--- src/include/adc_measure_pkg.sv ---
package adc_measure_pkg;

   // ==========================================================
   // Converter geometry and timing
   localparam int          CODE_W           = 8;
   localparam logic [7:0]  CODE_MIN         = 8'h00;
   localparam logic [7:0]  CODE_MAX         = 8'hff;
   localparam logic [7:0]  CODE_RESET       = 8'h00;
   // Conversion length in carrier periods
   localparam int          CONV_FC_PERIODS  = 224;
   // Crystal frequency in kHz, carrier is crystal divided by two
   localparam int          XTAL_KHZ         = 27120;
   localparam int          CARRIER_DIV      = 2;
   localparam int          CARRIER_KHZ      = XTAL_KHZ / CARRIER_DIV;
   // Conversion time in ns (224 periods of 13.56 MHz is about 16519 ns)
   localparam int          CONV_TIME_NS     = (CONV_FC_PERIODS * 1000000 + CARRIER_KHZ - 1)
                                              / CARRIER_KHZ;
   localparam int          CLK_PERIOD_NS    = 40;
   // Cycles of clk_i for one conversion, rounded up, at least one
   localparam int          CONV_CYCLES_RAW  = (CONV_TIME_NS + CLK_PERIOD_NS - 1) / CLK_PERIOD_NS;
   localparam int          CONV_CYCLES      = (CONV_CYCLES_RAW < 1) ? 1 : CONV_CYCLES_RAW;
   // Successive approximation: one bit per step, cycles per bit decision
   localparam int          BIT_CYCLES       = CONV_CYCLES / CODE_W;

   // ==========================================================
   // Input multiplexer sources
   typedef enum logic [1:0] {
      SRC_AMPLITUDE = 2'h0,
      SRC_PHASE     = 2'h1,
      SRC_AUX       = 2'h2
   } source_t;

   // Reference modes
   typedef enum logic {
      REF_ABSOLUTE = 1'b0,
      REF_RELATIVE = 1'b1
   } ref_mode_t;

   // Commands
   typedef enum logic [1:0] {
      CMD_NONE      = 2'h0,
      CMD_AMPLITUDE = 2'h1,
      CMD_PHASE     = 2'h2,
      CMD_AUX       = 2'h3
   } command_t;

   // Analog front end control, travels as one bundle
   typedef struct packed {
      source_t   source;
      ref_mode_t ref_mode;
      logic      sample;
   } afe_ctrl_t;

   // Converter result bundle
   typedef struct packed {
      logic [7:0] code;
      logic       done;
      logic       busy;
   } result_t;

endpackage : adc_measure_pkg

--- src/logic/carrier_divider.sv ---
`timescale 1ns/10ps

// ==========================================================
// Crystal divide-by-two, gives 50 percent duty carrier
module carrier_divider
(
   input  wire logic clk_i,
   input  wire logic reset_i,
   input  wire logic xtal_i,
   output logic      carrier_o
);

   logic xtal_q_ff;
   logic carrier_ff;
   logic nxt_xtal_q;
   logic nxt_carrier;

   // Toggle on each rising crystal edge seen in the sample
   always_comb
   begin
      nxt_xtal_q  = xtal_i;
      nxt_carrier = carrier_ff;
      if (xtal_i && !xtal_q_ff)
      begin
         nxt_carrier = ~carrier_ff;
      end
   end

   always_ff @(posedge clk_i or posedge reset_i)
   begin
      if (reset_i)
      begin
         xtal_q_ff  <= 1'b0;
         carrier_ff <= 1'b0;
      end
      else
      begin
         xtal_q_ff  <= nxt_xtal_q;
         carrier_ff <= nxt_carrier;
      end
   end

   assign carrier_o = carrier_ff;

endmodule : carrier_divider

--- src/logic/phase_amplitude_adc_measure.sv ---
`timescale 1ns/10ps


module phase_amplitude_adc_measure
#(
   parameter int CONV_CYCLES = adc_measure_pkg::CONV_CYCLES
)
(
   input  wire logic                          clk_i,
   input  wire logic                          reset_i,
   input  wire logic                          xtal_i,
   input  wire adc_measure_pkg::command_t     command_i,
   input  wire logic                          command_valid_i,
   input  wire logic                          compare_high_i,
   output adc_measure_pkg::afe_ctrl_t         afe_ctrl_o,
   output logic [7:0]                         trial_code_o,
   output adc_measure_pkg::result_t           result_o,
   output logic                               carrier_o
);

   // ==========================================================
   // State machine
   typedef enum logic [2:0] {
      ST_IDLE   = 3'b001,
      ST_SETTLE = 3'b010,
      ST_CONV   = 3'b100
   } state_t;

   localparam int STEP_CYCLES = (CONV_CYCLES / adc_measure_pkg::CODE_W < 1) ? 1 :
                                CONV_CYCLES / adc_measure_pkg::CODE_W;
   localparam int SETTLE_CYCLES = CONV_CYCLES - STEP_CYCLES * adc_measure_pkg::CODE_W;
   localparam int CNT_W = $clog2(CONV_CYCLES + 1);

   state_t                        state_ff;
   state_t                        nxt_state;
   logic [CNT_W-1:0]              cnt_ff;
   logic [CNT_W-1:0]              nxt_cnt;
   logic [2:0]                    bit_ff;
   logic [2:0]                    nxt_bit;
   logic [7:0]                    trial_ff;
   logic [7:0]                    nxt_trial;
   logic [7:0]                    code_ff;
   logic [7:0]                    nxt_code;
   logic                          done_ff;
   logic                          nxt_done;
   adc_measure_pkg::afe_ctrl_t    ctrl_ff;
   adc_measure_pkg::afe_ctrl_t    nxt_ctrl;
   logic                          carrier;

   // ==========================================================
   // Carrier generation
   carrier_divider u_carrier_divider
   (
      .clk_i     (clk_i),
      .reset_i   (reset_i),
      .xtal_i    (xtal_i),
      .carrier_o (carrier)
   );

   // ==========================================================
   // Command decode, conversion sequencing and result keeping
   always_comb
   begin
      nxt_state = state_ff;
      nxt_cnt   = cnt_ff;
      nxt_bit   = bit_ff;
      nxt_trial = trial_ff;
      nxt_code  = code_ff;
      nxt_done  = 1'b0;
      nxt_ctrl  = ctrl_ff;
      case (state_ff)
         ST_IDLE:
         begin
            nxt_ctrl.sample = 1'b0;
            // Commands while busy are dropped; the host must wait for done
            if (command_valid_i && command_i != adc_measure_pkg::CMD_NONE)
            begin
               case (command_i)
                  adc_measure_pkg::CMD_PHASE:
                  begin
                     nxt_ctrl.source   = adc_measure_pkg::SRC_PHASE;
                     nxt_ctrl.ref_mode = adc_measure_pkg::REF_RELATIVE;
                  end
                  adc_measure_pkg::CMD_AMPLITUDE:
                  begin
                     nxt_ctrl.source   = adc_measure_pkg::SRC_AMPLITUDE;
                     nxt_ctrl.ref_mode = adc_measure_pkg::REF_ABSOLUTE;
                  end
                  default:
                  begin
                     nxt_ctrl.source   = adc_measure_pkg::SRC_AUX;
                     nxt_ctrl.ref_mode = adc_measure_pkg::REF_ABSOLUTE;
                  end
               endcase
               nxt_ctrl.sample = 1'b1;
               nxt_cnt         = CNT_W'(SETTLE_CYCLES);
               nxt_state       = (SETTLE_CYCLES > 0) ? ST_SETTLE : ST_CONV;
               nxt_bit         = 3'h7;
               nxt_trial       = 8'h80;
               if (SETTLE_CYCLES == 0)
               begin
                  nxt_cnt = CNT_W'(STEP_CYCLES);
               end
            end
         end
         ST_SETTLE:
         begin
            // Absorbs the remainder so the total is exactly CONV_CYCLES
            nxt_cnt = cnt_ff - 1'b1;
            if (cnt_ff == CNT_W'(1))
            begin
               nxt_cnt   = CNT_W'(STEP_CYCLES);
               nxt_state = ST_CONV;
            end
         end
         ST_CONV:
         begin
            nxt_cnt = cnt_ff - 1'b1;
            if (cnt_ff == CNT_W'(1))
            begin
               nxt_cnt = CNT_W'(STEP_CYCLES);
               // Keep trial bit when the input lies above the trial level
               nxt_trial = trial_ff;
               if (!compare_high_i)
               begin
                  nxt_trial[bit_ff] = 1'b0;
               end
               if (bit_ff == 3'h0)
               begin
                  // Comparator clamps give 00h below range and ffh above
                  nxt_code        = nxt_trial;
                  nxt_done        = 1'b1;
                  nxt_ctrl.sample = 1'b0;
                  nxt_state       = ST_IDLE;
               end
               else
               begin
                  nxt_bit            = bit_ff - 1'b1;
                  nxt_trial[nxt_bit] = 1'b1;
               end
            end
         end
         default:
         begin
            nxt_state = ST_IDLE;
         end
      endcase
   end

   // Registers
   always_ff @(posedge clk_i or posedge reset_i)
   begin
      if (reset_i)
      begin
         state_ff <= ST_IDLE;
         cnt_ff   <= '0;
         bit_ff   <= 3'h7;
         trial_ff <= 8'h00;
         code_ff  <= adc_measure_pkg::CODE_RESET;
         done_ff  <= 1'b0;
         ctrl_ff  <= '{source: adc_measure_pkg::SRC_AMPLITUDE,
                       ref_mode: adc_measure_pkg::REF_ABSOLUTE, sample: 1'b0};
      end
      else
      begin
         state_ff <= nxt_state;
         cnt_ff   <= nxt_cnt;
         bit_ff   <= nxt_bit;
         trial_ff <= nxt_trial;
         code_ff  <= nxt_code;
         done_ff  <= nxt_done;
         ctrl_ff  <= nxt_ctrl;
      end
   end

   // ==========================================================
   // Outputs, all straight from flip-flops
   assign afe_ctrl_o    = ctrl_ff;
   assign trial_code_o  = trial_ff;
   assign result_o.code = code_ff;
   assign result_o.done = done_ff;
   assign result_o.busy = ctrl_ff.sample; // Host polls this low before reading
   assign carrier_o     = carrier;

endmodule : phase_amplitude_adc_measure

--- config.mk ---
export PLATFORM = sky130hd
export DESIGN_NAME = phase_amplitude_adc_measure
export DESIGN_NICKNAME = d
export VERILOG_FILES = /design/src/include/adc_measure_pkg.sv /design/src/logic/carrier_divider.sv /design/src/logic/phase_amplitude_adc_measure.sv
export SDC_FILE = /design/constraint.sdc
export NUM_CORES = 1
export LEC_CHECK = 0
export BUFFER_PORTS_ARGS = -buffer_cell sky130_fd_sc_hd__buf_2
export CAP_MARGIN = 20
export CORE_AREA = 2 2 71 59
export DETAILED_ROUTE_END_ITERATION = 6
export DIE_AREA = 0 0 73 61
export GPL_TIMING_DRIVEN = 1
export HOLD_SLACK_MARGIN = 0.03
export PLACE_DENSITY = 0.84
export SLEW_MARGIN = 0
export SYNTH_ARGS = -nofsm -noshare
export SYNTH_HDL_FRONTEND = slang
export SYNTH_SLANG_ARGS = --single-unit
--- constraint.sdc ---
create_clock -name clk_i -period 2.83 [get_ports clk_i]
set_input_delay 0.566 -clock clk_i [delete_from_list [all_inputs] [get_ports clk_i]]
set_output_delay 0.566 -clock clk_i [all_outputs]
set_load 0.1 [all_outputs]
==> results.md <==
* Status: finished clean
* Filler Cells Inserted at around 320
* IO Port Bufs at 29
* Endpoints failing hold at 0
* Global Route Usage Sum at 0.2005
* Post-detail-place hpwl at 2810 um
* Post-synth EDFFs at 0
* Final RePlAce weighted congestion at between 0.8 and 0.9
* WL/cell at 14.59 um
* Setup violations, final at 0
* I/O pins at 30
* Worst slack, placed at slightly below 600 ps
* Cts repair resizes at 0
* CTS tree: yes
* H-tree Lvls at 2
* Total gr overflow at 0
* Period utilisation layout at 0.7947
* R2R Setup Slk at 580 ps
* WS Path Type: flip-flop to flip-flop
* Layout cells sized above 1 at 0.2599
* First-pass GRT wire length at approximately 6700 um
* Worst-path fanout max at 13
* Final TNS setup at 0 ps
* Worst Tran Pin Value at 671.1 ps
* Crit path required time at approximately 3000 ps
* Full die area at between 4000 and 5000 um2
* Startpoint Class: flip-flop
* Worst reg-to-reg path cell count at 5
* Core area at approximately 3700 um2
* # nets final at between 200 and 250
* # clock sinks at 37
* Cell taking the most area after synthesis: dfrtp_1
* Detailed-route vias per instance at 5.956
* Maximum vdd drop at 467.6 uV
* Antenna violations before repair at 0
* Max layer used: met4
* Worst setup margin at ~580 ps
* Relative slew slack at 0.5491
* Synth warnings at 0
* Async SR Flop Fraction at 1.000
* Crit path arrival time at roughly 2400 ps
* First-pass DRT Iterations at 4
* Final wirelength at around 4000 um
* Width of the die at 73 um
* Min-Delay Path Class: input pin to async pin
* CP Capture Type: flip-flop
* Metal2 WL at 1728 um
* Top_reg_cell synth: dfrtp_1
* Antenna Cells at 0
* Syn Area/Cell at 10.00 um2
* R2R Path Start: bit_ff[0]
* Most frequent cells in the layout: dfrtp_1 (33), buf_2 (29), o21ai_0 (19), nor2_1 (15), nand2_1 (13)
* Seq/Total Area, Yosys at 0.4676
* Largest net degree at the start of global routing at 19
* Via count at 1614
* Mapped Cells at roughly 200
* Met3 WL post-DR at about 250 um
* Max Root-Sink Buffers at 2
* CTS Root Cell: clkbuf_8
* Leakage at just over 1 nW
* Dominant cells by area after synthesis: dfrtp_1 (41%), dfstp_2 (5.3%), o21ai_0 (4.8%)
* Flops & latches, synth at 37
* Tmin final at around 2200 ps
* Synth cell types at 53
* Post-Route M1 WL at 1910 um
* Fin. max-slew vios at 0
* Max Cap Viol at 0
* Critical R2R Capture: code_ff[4]
* Postcts setup bufs at 0
* Synthesis-to-finish area growth at 11.50%
* DRC errors left at 0
* Cell row count at 20
* Vias in the first global route at 1421
* Initial DRC count at between 100 and 150
* Post-synth top area share at 0.4148
* PwrDens at just under 800 nW/um2
* Clock insertion delay at the later pin of the skew report at 290 ps
* CTS Hold Bufs at 0
* RSZ-0062 raised after global routing: no
* FMAX at about 440 MHz
* Clock transition at path regs at approximately 70 ps
* Synth Cell Area at ~2000 um2
* Syn nets at 212
* Commonest non-fill, non-tap cell in the layout: dfrtp_1
* Antenna violation net count after detailed routing at 0
* Total clock buffers created by CTS at 5
* Starting Density at 0.5339
* Die outline height at 61 um
* Final Skew at 5.150 ps
worst max path at each step:
stage | start | endpoint | slack [ps] | cells past startpoint
after CTS | bit_ff[0] | code_ff[4] | 560 | 5
after floorplan | bit_ff[0] | code_ff[7] | 610 | 7
after detailed placement | bit_ff[0] | code_ff[4] | 590 | 5
after global routing | bit_ff[0] | code_ff[4] | 400 | 5
after global placement | bit_ff[0] | code_ff[7] | 700 | 5
final | bit_ff[0] | code_ff[4] | 580 | 5
kinds of logic after synthesis:
logic type	count (synthesis)	synth area share
fa+ha+maj	6	0.03771
xor+xnor	4	0.01760
flops	37	0.4676
compound gates	53	0.1741
mux	7	0.03834
buf+inv	23	0.06285
simple gates	69	0.2018
cell type report:
class | count | area (um2) | share of cell area
sequential | 37 | 930.9 | 0.4194
inverter | 10 | 37.54 | 0.01691
clock buffer | 5 | 68.82 | 0.03100
timing repair buffer | 33 | 175.2 | 0.07892
clock inverter | 3 | 17.52 | 0.007892
tap | 44 | 55.05 | 0.02480
multi-input combinational | 139 | 934.6 | 0.4211
layer usage:
metal  vias to the layer above  GRT usage
met4                         0    0.07672
met5                         -          0
met1                       764     0.2808
met2                        63     0.2896
li1                        777          -
met3                        10    0.06645
cell usage after synthesis, types with 3 or more instances:
library cell and n:
dfrtp_1 33, o21ai_0 19, nor2_1 15, nand2_1 13
inv_1 10, a21oi_1 8, ha_1 6, nand2b_1 6
nand3_1 6, nor3_1 6, mux2_2 5, nor4_1 5
buf_4 4, clkbuf_1 4, dfstp_2 4, buf_6 3
o311ai_0 3, o31ai_1 3, xnor2_1 3
registers in the layout (all words and copies together), names as in the netlist:
name / flops
cnt_ff: 9
code_ff: 8
trial_code_o: 8
afe_ctrl_o: 3
bit_ff: 3
state_ff: 3
done_ff: 1
u_carrier_divider.carrier_o: 1
u_carrier_divider.xtal_q_ff: 1
where the power goes:
part           internal [W]  switching, W
clock              0.000170      0.000192
combinational      0.000168      0.000510
sequential         0.000606     0.0000888
total              0.000943      0.000791
worst max-delay path, cell delays in order (launching register included):
cell and delay, ps:
dfstp_2 420, inv_1 170, ha_1 230, nor2b_1 320
nand4_1 520, mux2_2 460
per-stage QoR:
step           instance area (um2)  hold slack, ps    util  cells  total power (W)
3_5_place_dp                  2133           464.0  0.5721    263         0.001378
2_1_floorplan                 1991           493.7       -    199         0.001297
6_report                      2220           236.2  0.5953    271         0.001734
5_1_grt                       2220           249.0  0.5953    271         0.001825
4_1_cts                       2220           242.9  0.5953    271         0.001741
3_3_place_gp                  2133           454.5  0.5721    263         0.001372
No activity file was read; power rests on OpenSTA's default activity.
